--- src/hw/sfb_pkg.sv ---
/*
  Constants for the spectral FIFO buffer: register offsets, field positions,
  reset values, sizes and the sequencer state type.
  Assumes an 8-bit register port whose address pointer lives in the block.
*/
package sfb_pkg;

  ////////////////////////////////////////////////////////////////////////////
  // Register offsets
  localparam logic [7:0] ADDR_STORE_CONFIG = 8'hDF;
  localparam logic [7:0] ADDR_CHAN_SELECT = 8'hFC;
  localparam logic [7:0] ADDR_FILL_LEVEL = 8'hFD;
  localparam logic [7:0] ADDR_READ_LOW = 8'hFE;
  localparam logic [7:0] ADDR_READ_HIGH = 8'hFF;

  ////////////////////////////////////////////////////////////////////////////
  // Reset values and field layout
  localparam logic [7:0] RST_STORE_CONFIG = 8'h21;
  localparam logic [7:0] RST_CHAN_SELECT = 8'h00;
  localparam logic [7:0] RST_FILL_LEVEL = 8'h00;
  localparam logic [7:0] CHAN_SELECT_MASK = 8'h7F;
  localparam int BIT_STORE_STATUS = 0;
  localparam int BIT_STORE_CHAN_FIVE = 6;
  localparam int BIT_STORE_FLICKER = 7;

  ////////////////////////////////////////////////////////////////////////////
  // Item order within one sample
  localparam logic [2:0] ITEM_STATUS = 3'h0;
  localparam logic [2:0] ITEM_CHAN_FIVE = 3'h6;
  localparam logic [2:0] ITEM_FLICKER = 3'h7;
  localparam int ITEM_COUNT = 8;

  ////////////////////////////////////////////////////////////////////////////
  // Sizes
  localparam int RAM_BYTES = 256;
  localparam int ENTRY_BYTES = 2;
  localparam int ENTRY_DEPTH = RAM_BYTES / ENTRY_BYTES;
  localparam logic [7:0] LEVEL_MAX = 8'h80;
  localparam int STAGE_WIDTH = 8;
  localparam int STAGE_DEPTH = 16;

  typedef enum logic {
    SFB_SEQ_IDLE,
    SFB_SEQ_RUN
  } sfb_seq_e;

endpackage : sfb_pkg

--- src/hw/sfb_top.sv ---
/*
  Spectral FIFO buffer: sample sequencer, 16-byte staging FIFO, byte pairing,
  256-byte entry RAM and the register port with its auto-wrapping pointer.
  Assumes the serial slave logic outside gives one-cycle load, read and write
  strobes on clk, and the measurement side gives one-cycle sample strobes.
*/
// Function
// - Channel five store bit set: write channel five as two bytes per sample.
// - Flicker detection on: channel five store bit ignored, no channel five data.
// - Select bits 5..1 enable channels four..zero, two bytes each.
// - Select bit 0 set: status byte stored, one byte per sample.
// - Config bit 7 set: raw flicker byte stored, one byte per sample.
// - Flicker detection off: flicker store bit ignored, no flicker byte.
// - Level register counts two-byte entries waiting, from 0 to 128.
// - Storage is a 256-byte RAM organised as two-byte entries.
// - Entry arriving while full sets overflow flag and is discarded.
// - Register pointer wraps from high data byte back to low data byte.
// - Read pointer advances and level drops by one when the high data byte is read with level above zero.
// - With level zero, data byte reads return zero.
`timescale 1ns/1ps

module sfb_fifo #(
  parameter int WIDTH = 8,
  parameter int DEPTH = 16
) (
  input wire logic clk,
  input wire logic rstn,
  input wire logic in_valid,
  output logic in_ready,
  input wire logic [WIDTH-1:0] in_data,
  output logic out_valid,
  input wire logic out_ready,
  output logic [WIDTH-1:0] out_data
);
  localparam int AW = $clog2(DEPTH);
  logic [WIDTH-1:0] mem [DEPTH];
  logic [AW-1:0] wr_ptr;
  logic [AW-1:0] rd_ptr;
  logic [AW:0] count;
  logic push;
  logic pop;

  assign in_ready = count != (AW + 1)'(DEPTH);
  assign out_valid = count != '0;
  assign out_data = mem[rd_ptr];
  assign push = in_valid && in_ready;
  assign pop = out_valid && out_ready;

  always_ff @(posedge clk) begin
    if (push) begin
      mem[wr_ptr] <= in_data;
    end
  end

  always_ff @(posedge clk or negedge rstn) begin
    if (!rstn) begin
      wr_ptr <= '0;
      rd_ptr <= '0;
      count <= '0;
    end else begin
      if (push) begin
        wr_ptr <= AW'((wr_ptr + 1'b1) % DEPTH);
      end
      if (pop) begin
        rd_ptr <= AW'((rd_ptr + 1'b1) % DEPTH);
      end
      count <= count + (AW + 1)'(push) - (AW + 1)'(pop);
    end
  end
endmodule : sfb_fifo

////////////////////////////////////////////////////////////////////////////////

module sfb_top
  import sfb_pkg::*;
(
  input wire logic clk,
  input wire logic rstn,
  input wire logic reg_ptr_load,
  input wire logic [7:0] reg_ptr_addr,
  input wire logic reg_wr,
  input wire logic [7:0] reg_wdata,
  input wire logic reg_rd,
  output logic [7:0] reg_rdata,
  output logic [7:0] reg_ptr,
  input wire logic sample_valid,
  output logic sample_busy,
  input wire logic [7:0] spectral_status_byte,
  input wire logic [15:0] chan_zero_data,
  input wire logic [15:0] chan_one_data,
  input wire logic [15:0] chan_two_data,
  input wire logic [15:0] chan_three_data,
  input wire logic [15:0] chan_four_data,
  input wire logic [15:0] chan_five_data,
  input wire logic [7:0] flicker_raw_data,
  input wire logic flicker_detect_on,
  output logic overflow_flag,
  input wire logic overflow_clear,
  output logic [7:0] buffer_entry_count
);

  ////////////////////////////////////////////////////////////////////////////
  // Registers and declarations
  logic [7:0] buffer_store_config;
  logic [7:0] fifo_channel_select;
  logic [15:0] entry_ram [ENTRY_DEPTH];
  logic [6:0] ram_wr_ptr;
  logic [6:0] ram_rd_ptr;
  sfb_seq_e seq_state;
  logic [2:0] item;
  logic half;
  logic [7:0] lat_en;
  logic [7:0] lat_status;
  logic [15:0] lat_chan [6];
  logic [7:0] lat_flicker;
  logic [7:0] next_en;
  logic [7:0] seq_byte;
  logic [3:0] first_hit;
  logic [3:0] next_hit;
  logic start;
  logic stage_in_ready;
  logic stage_push;
  logic stage_out_valid;
  logic stage_out_ready;
  logic [7:0] stage_out_data;
  logic stage_pop;
  logic asm_have;
  logic [7:0] asm_low;
  logic pair_done;
  logic entry_store;
  logic pop_now;
  logic [7:0] next_rdata;

  // Lowest enabled item at or after from; bit 3 marks a hit
  function automatic logic [3:0] find_item(input logic [7:0] en, input logic [3:0] from);
    logic [3:0] res;
    res = 4'h0;
    for (int i = ITEM_COUNT - 1; i >= 0; i--) begin
      if (en[i] && (4'(i) >= from)) begin
        res = {1'b1, 3'(i)};
      end
    end
    return res;
  endfunction : find_item

  ////////////////////////////////////////////////////////////////////////////
  // Register port
  always_ff @(posedge clk or negedge rstn) begin
    if (!rstn) begin
      reg_ptr <= ADDR_READ_LOW;
    end else if (reg_ptr_load) begin
      reg_ptr <= reg_ptr_addr;
    end else if (reg_rd || reg_wr) begin
      reg_ptr <= (reg_ptr == ADDR_READ_HIGH) ? ADDR_READ_LOW : reg_ptr + 8'h01;
    end
  end

  always_ff @(posedge clk or negedge rstn) begin
    if (!rstn) begin
      buffer_store_config <= RST_STORE_CONFIG;
      fifo_channel_select <= RST_CHAN_SELECT;
    end else if (reg_wr && !reg_ptr_load) begin
      // Level and data bytes have no write path
      if (reg_ptr == ADDR_STORE_CONFIG) begin
        buffer_store_config <= reg_wdata;
      end
      if (reg_ptr == ADDR_CHAN_SELECT) begin
        fifo_channel_select <= reg_wdata & CHAN_SELECT_MASK;
      end
    end
  end

  assign pop_now = reg_rd && !reg_ptr_load && reg_ptr == ADDR_READ_HIGH && buffer_entry_count != 8'h00;

  always_comb begin
    next_rdata = 8'h00;
    case (reg_ptr)
      ADDR_STORE_CONFIG: next_rdata = buffer_store_config;
      ADDR_CHAN_SELECT: next_rdata = fifo_channel_select;
      ADDR_FILL_LEVEL: next_rdata = buffer_entry_count;
      ADDR_READ_LOW: next_rdata = (buffer_entry_count == 8'h00) ? 8'h00 : entry_ram[ram_rd_ptr][7:0];
      ADDR_READ_HIGH: next_rdata = (buffer_entry_count == 8'h00) ? 8'h00 : entry_ram[ram_rd_ptr][15:8];
      default: next_rdata = 8'h00;
    endcase
  end

  always_ff @(posedge clk or negedge rstn) begin
    if (!rstn) begin
      reg_rdata <= 8'h00;
    end else if (reg_rd && !reg_ptr_load) begin
      reg_rdata <= next_rdata;
    end
  end

  ////////////////////////////////////////////////////////////////////////////
  // Sample sequencer
  always_comb begin
    next_en = 8'h00;
    next_en[BIT_STORE_STATUS] = fifo_channel_select[BIT_STORE_STATUS];
    next_en[5:1] = fifo_channel_select[5:1];
    next_en[ITEM_CHAN_FIVE] = fifo_channel_select[BIT_STORE_CHAN_FIVE] && !flicker_detect_on;
    next_en[ITEM_FLICKER] = buffer_store_config[BIT_STORE_FLICKER] && flicker_detect_on;
  end

  assign start = sample_valid && seq_state == SFB_SEQ_IDLE;
  assign sample_busy = seq_state == SFB_SEQ_RUN;
  assign first_hit = find_item(next_en, 4'h0);
  assign next_hit = find_item(lat_en, {1'b0, item} + 4'h1);
  assign stage_push = seq_state == SFB_SEQ_RUN && stage_in_ready;

  always_comb begin
    case (item)
      ITEM_STATUS: seq_byte = lat_status;
      ITEM_FLICKER: seq_byte = lat_flicker;
      default: seq_byte = half ? lat_chan[item - 3'h1][15:8] : lat_chan[item - 3'h1][7:0];
    endcase
  end

  always_ff @(posedge clk or negedge rstn) begin
    if (!rstn) begin
      lat_en <= 8'h00;
      lat_status <= 8'h00;
      lat_flicker <= 8'h00;
      lat_chan <= '{default: 16'h0000};
    end else if (start) begin
      lat_en <= next_en;
      lat_status <= spectral_status_byte;
      lat_flicker <= flicker_raw_data;
      lat_chan <= '{chan_zero_data, chan_one_data, chan_two_data, chan_three_data, chan_four_data, chan_five_data};
    end
  end

  always_ff @(posedge clk or negedge rstn) begin
    if (!rstn) begin
      seq_state <= SFB_SEQ_IDLE;
      item <= ITEM_STATUS;
      half <= 1'b0;
    end else begin
      unique case (seq_state)
        SFB_SEQ_IDLE: begin
          if (start && first_hit[3]) begin
            seq_state <= SFB_SEQ_RUN;
            item <= first_hit[2:0];
            half <= 1'b0;
          end
        end
        SFB_SEQ_RUN: begin
          if (stage_push) begin
            if (item != ITEM_STATUS && item != ITEM_FLICKER && !half) begin
              half <= 1'b1;
            end else if (next_hit[3]) begin
              half <= 1'b0;
              item <= next_hit[2:0];
            end else begin
              half <= 1'b0;
              seq_state <= SFB_SEQ_IDLE;
            end
          end
        end
      endcase
    end
  end

  ////////////////////////////////////////////////////////////////////////////
  // Staging FIFO and byte pairing
  sfb_fifo #(
    .WIDTH(STAGE_WIDTH),
    .DEPTH(STAGE_DEPTH)
  ) u_stage (
    .clk(clk),
    .rstn(rstn),
    .in_valid(seq_state == SFB_SEQ_RUN),
    .in_ready(stage_in_ready),
    .in_data(seq_byte),
    .out_valid(stage_out_valid),
    .out_ready(stage_out_ready),
    .out_data(stage_out_data)
  );

  // Drain waits while the host pops, so push and pop never meet
  assign stage_out_ready = !pop_now;
  assign stage_pop = stage_out_valid && stage_out_ready;
  assign pair_done = stage_pop && asm_have;
  assign entry_store = pair_done && buffer_entry_count != LEVEL_MAX;

  always_ff @(posedge clk or negedge rstn) begin
    if (!rstn) begin
      asm_have <= 1'b0;
      asm_low <= 8'h00;
    end else if (stage_pop) begin
      asm_have <= !asm_have;
      if (!asm_have) begin
        asm_low <= stage_out_data;
      end
    end
  end

  ////////////////////////////////////////////////////////////////////////////
  // Entry RAM, level and overflow
  always_ff @(posedge clk) begin
    if (entry_store) begin
      entry_ram[ram_wr_ptr] <= {stage_out_data, asm_low};
    end
  end

  always_ff @(posedge clk or negedge rstn) begin
    if (!rstn) begin
      ram_wr_ptr <= 7'h00;
      ram_rd_ptr <= 7'h00;
      buffer_entry_count <= RST_FILL_LEVEL;
    end else begin
      if (entry_store) begin
        ram_wr_ptr <= ram_wr_ptr + 7'h01;
        buffer_entry_count <= buffer_entry_count + 8'h01;
      end
      if (pop_now) begin
        ram_rd_ptr <= ram_rd_ptr + 7'h01;
        buffer_entry_count <= buffer_entry_count - 8'h01;
      end
    end
  end

  always_ff @(posedge clk or negedge rstn) begin
    if (!rstn) begin
      overflow_flag <= 1'b0;
    end else if (pair_done && buffer_entry_count == LEVEL_MAX) begin
      overflow_flag <= 1'b1;
    end else if (overflow_clear) begin
      overflow_flag <= 1'b0;
    end
  end
endmodule : sfb_top

--- config.mk ---
export PLATFORM = sky130hd
export DESIGN_NAME = sfb_top
export DESIGN_NICKNAME = d
export VERILOG_FILES = /design/src/hw/sfb_pkg.sv /design/src/hw/sfb_top.sv
export SDC_FILE = /design/constraint.sdc
export NUM_CORES = 2
export LEC_CHECK = 0
export ABC_AREA = 1
export CORE_ASPECT_RATIO = 0.6
export CORE_MARGIN = 2
export CORE_UTILIZATION = 42
export CTS_CLUSTER_SIZE = 8
export DETAILED_ROUTE_END_ITERATION = 8
export DONT_BUFFER_PORTS = 1
export HOLD_SLACK_MARGIN = 0.02
export PLACE_DENSITY = 0.67
export SETUP_SLACK_MARGIN = 0.1
export SYNTH_ARGS = -nofsm -noshare
export SYNTH_HDL_FRONTEND = slang
export SYNTH_SLANG_ARGS = --single-unit
--- constraint.sdc ---
create_clock -name clk -period 5.87 [get_ports clk]
set_input_delay 1.174 -clock clk [delete_from_list [all_inputs] [get_ports clk]]
set_output_delay 1.174 -clock clk [all_outputs]
set_load 0.02 [all_outputs]
==> impl_metrics.sql <==
INSERT INTO impl_metrics (metric_group, metric, value, unit) VALUES
('clock_tree', 'sink_count_of_the_clock_tree', '2377', ''),
('logic_synthesis', 'count_of_flip_flops_with_a_built_in_enable_after_synthesis', '2176', ''),
('clock_tree', 'clk_latency', '0.88', 'ns'),
('pwr', 'power.static_leakage', '42.70', 'nW'),
('floorplanning', 'rows', '138', ''),
('logic_synthesis', 'post_synth_most_frequent_cells', '2,503 x sky130_fd_sc_hd__nand2_1, 2,176 x sky130_fd_sc_hd__edfxtp_1, 1,231 x sky130_fd_sc_hd__nor2_1', ''),
('layout', 'diodes', '0', ''),
('detailed_routing', 'drt_via_density', '5.571', ''),
('place', 'placedCellCount', '12020', ''),
('logic_synthesis', 'postSynth.topFlopCell', 'sky130_fd_sc_hd__edfxtp_1', ''),
('floorplanning', 'floorplan.die_area', '242500', 'µm²'),
('layout', 'regArea', '70430', 'µm²'),
('pwr', 'net-switching-power', '19.00', 'mW'),
('outcome', 'status', 'complete, no violations', ''),
('detailed_routing', 'drc_errors', '0', ''),
('logic_synthesis', 'ys_seq_elements', '2377', ''),
('layout', 'final_nets', '9376', ''),
('critical_path', 'start_kind', 'flop', ''),
('logic_synthesis', 'largest_area_contributor_in_the_netlist', 'sky130_fd_sc_hd__edfxtp_1', ''),
('timing', 'number_of_hold_slack_violations_in_the_final_timing_report', '0', ''),
('global_route', 'first_global_vias', '65050', ''),
('timing', 'finalMaxSlewViolations', '0', ''),
('clock_tree', 'ctsLongestPathBuffers', '4', ''),
('layout', 'final_cell_area', '112900', 'µm²'),
('run', 'max_cap_violations', '0', ''),
('timing', 'finalClockSkew', '0.05184', 'ns'),
('layout', 'layout.filler_cells', '20730', ''),
('pwr', 'pwr_density_cell', '490.8', 'nW/µm²'),
('detailed_routing', 'number_of_routed_nets_with_antenna_violations', '0', ''),
('min_path', 'hp-class', 'input pin to async pin', ''),
('pwr', 'power.share.clock', '31.4', '%'),
('global_route', 'grt_first_pass_wirelength', '437200', 'µm'),
('detailed_routing', 'route.vias.total', '69320', ''),
('timing', 'max_freq', '0.2350', 'GHz'),
('clock_tree', 'number_of_gates_given_a_new_drive_strength_after_cts', '0', ''),
('clock_tree', 'cts-htree-levels', '5', ''),
('critical_path', 'worst_setup_path_end_kind', 'flop', ''),
('logic_synthesis', 'synth_largest_type_area_fraction', '65.25', '%'),
('layout', 'finish.utilization', '47.76', '%'),
('pwr', 'netSwitchingFraction', '34.29', '%'),
('logic_synthesis', 'yosysWarningCount', '0', ''),
('layout', 'finish.cell_count_without_fillers', '12440', ''),
('timing', 'post-route-period-util', '72.48', '%'),
('global_route', 'grt_util_all_layers', '24.31', '%'),
('detailed_routing', 'drt_first_pass_iters', '6', ''),
('critical_path', 'critical_path.max_fanout', '12', ''),
('logic_synthesis', 'yosysMostFrequentCell', 'sky130_fd_sc_hd__nand2_1', ''),
('critical_path', 'required_time_worst_endpoint', '6.42', 'ns'),
('detailed_routing', 'route.detailed.wl_per_inst', '24.07', 'µm'),
('floorplanning', 'start_util', '42.36', '%'),
('critical_path', 'worst_r2r_startpoint', 'buffer_entry_count[5]', ''),
('clock_tree', 'clockRootBuffer', 'sky130_fd_sc_hd__clkbuf_16', ''),
('critical_path', 'critical_path_arrival', '4.80', 'ns'),
('timing', 'final.setup.tns', '0', 'ns'),
('place', 'io_buffer_count', '0', ''),
('global_route', 'globalRouteOverflowTotal', '0', ''),
('pwr', 'combPwrFrac', '24.8', '%'),
('clock_tree', 'clkSlewWorstSetupHoldPaths', '0.05', 'ns'),
('floorplanning', 'die_height', '382.2', 'µm'),
('logic_synthesis', 'async_reset_ff_share', '8.456', '%'),
('clock_tree', 'tritoncts', 'yes', ''),
('logic_synthesis', 'syn_area', '100100', 'µm²'),
('logic_synthesis', 'ys_top_cells_by_area', 'sky130_fd_sc_hd__edfxtp_1 65%, sky130_fd_sc_hd__nand2_1 9.4%, sky130_fd_sc_hd__dfrtp_1 4.8%, sky130_fd_sc_hd__nor2_1 4.6%, sky130_fd_sc_hd__o21ai_0 3.3%', ''),
('layout', 'flow.area_growth_from_synthesis', '12.74', '%'),
('detailed_routing', 'route.final.wire_length', '299500', 'µm'),
('global_route', 'antenna_found_initial', '20', ''),
('pwr', 'sequentialPowerShare', '43.8', '%'),
('pwr', 'peakVddDrop', '0.5005', 'mV'),
('global_route', 'grt_max_degree', '193', ''),
('pwr', 'intPower', '36.41', 'mW'),
('critical_path', 'worst-setup-path-type', 'flop to flop', '');
==> timing repair <==
action | in CTS | in global routing
setup endpoints to repair | 0 | 0
hold buffers | 1 | 0
hold endpoints to repair | 192 | 0
==> layout by cell type, fill, tap and decap left out, types with 65 or more instances in the layout <==
master	instances
sky130_fd_sc_hd__nand2_1	2494
sky130_fd_sc_hd__edfxtp_1	2176
sky130_fd_sc_hd__nor2_1	1230
sky130_fd_sc_hd__o21ai_0	666
sky130_fd_sc_hd__nand3_1	656
sky130_fd_sc_hd__inv_1	563
sky130_fd_sc_hd__clkbuf_16	348
sky130_fd_sc_hd__buf_4	220
sky130_fd_sc_hd__dfrtp_1	180
sky130_fd_sc_hd__a21oi_1	173
sky130_fd_sc_hd__o211ai_1	141
sky130_fd_sc_hd__o21ai_1	100
sky130_fd_sc_hd__clkbuf_1	65
==> sequential cells by signal (all words and copies together), names as in the netlist, 5 cells and up <==
register and count:
reg_ptr 8, lat_status 8, ram_rd_ptr 7, asm_low 8, reg_rdata 8, lat_chan 96
fifo_channel_select 7, buffer_entry_count 8, ram_wr_ptr 7, buffer_store_config 8, lat_en 8, entry_ram 2048
u_stage.count 5, lat_flicker 8, u_stage.mem 128
==> cells by family (layout without fill, tap and decap cells) <==
| group | Yosys count | in the layout | synth area share [%] |
|---|---|---|---|
| XOR/XNOR | 28 | 28 | 0.2449 |
| flip-flops | 2377 | 2377 | 70.29 |
| adder cells (fa/ha/maj) | 32 | 32 | 0.4148 |
| multiplexers | 41 | 41 | 0.4211 |
| buffers and inverters | 1092 | 1259 | 4.943 |
| AO/OA/AOI/OAI | 1120 | 1120 | 6.018 |
| AND/OR/NAND/NOR | 4436 | 4436 | 17.67 |
==> through the flow <==
| stage | worst slack [ns] | hold WS [ns] |
|---|---|---|
| 3_5_place_dp | 1.610 | 0.4608 |
| 6_report | 1.616 | 0.1481 |
| 5_1_grt | 1.376 | 0.1064 |
| 2_1_floorplan | 2.029 | 0.4427 |
| 3_3_place_gp | 1.495 | 0.4587 |
| 4_1_cts | 1.650 | 0.09234 |
==> critical path: stages, from the launching register on <==
cell and delay [ns]:
sky130_fd_sc_hd__dfrtp_1 0.51, sky130_fd_sc_hd__inv_1 0.16, sky130_fd_sc_hd__nand2_1 0.08, sky130_fd_sc_hd__nor3_2 0.20, sky130_fd_sc_hd__nand2_1 0.29, sky130_fd_sc_hd__nand3_1 0.22
sky130_fd_sc_hd__inv_2 0.09, sky130_fd_sc_hd__nor2_8 0.21, sky130_fd_sc_hd__nand3_2 0.17, sky130_fd_sc_hd__inv_2 0.33, sky130_fd_sc_hd__nand4_4 0.59, sky130_fd_sc_hd__buf_4 0.39
sky130_fd_sc_hd__nor2_1 0.42, sky130_fd_sc_hd__buf_4 0.26
==> area by class of cell <==
cell class / instances / share of cell area [%]
Sequential cell: 2377 / 62.39
Multi-Input combinational cell: 5657 / 22.05
Clock buffer: 413 / 7.930
Tap cell: 3150 / 3.491
Timing Repair Buffer: 253 / 2.055
Inverter: 580 / 1.948
Clock inverter: 13 / 0.1341
==> path summary, 6_finish.rpt <==
kind,endpoint,slack (ns),cells after the start
worst max register to register,entry_ram[106][7],1.62,13
max in group asynchronous,u_stage.rd_ptr[0],4.54,1
min in group clk,lat_chan[22],0.42,2
worst max-delay path,entry_ram[106][7],1.62,13
worst min register to register,lat_chan[57],0.48,2
worst min-delay path,reg_ptr[7],0.15,0
==> power by group through the flow <==
stage / combinational, mW / clock (mW) / sequential, mW
2_1_floorplan: 6.64 / 0 / 24.7
3_5_place_dp: 13.3 / 0 / 24.5
5_1_grt: 14.5 / 18.3 / 24.4
4_1_cts: 13.4 / 17.5 / 24.2
3_3_place_gp: 13.1 / 0 / 24.5
6_report: 13.7 / 17.4 / 24.3
==> per-layer routing <==
metal	global-route usage [%]	wire [µm]	part of all wire [%]	vias up
met1	36.41	126100	42	33550
met5	0	83	0.028	-
met3	9.509	45470	15	495
met2	32.66	120800	40	4278
li1	-	-	-	30990
met4	6.054	7008	2.3	14
Power figures use the tool's default switching activity.
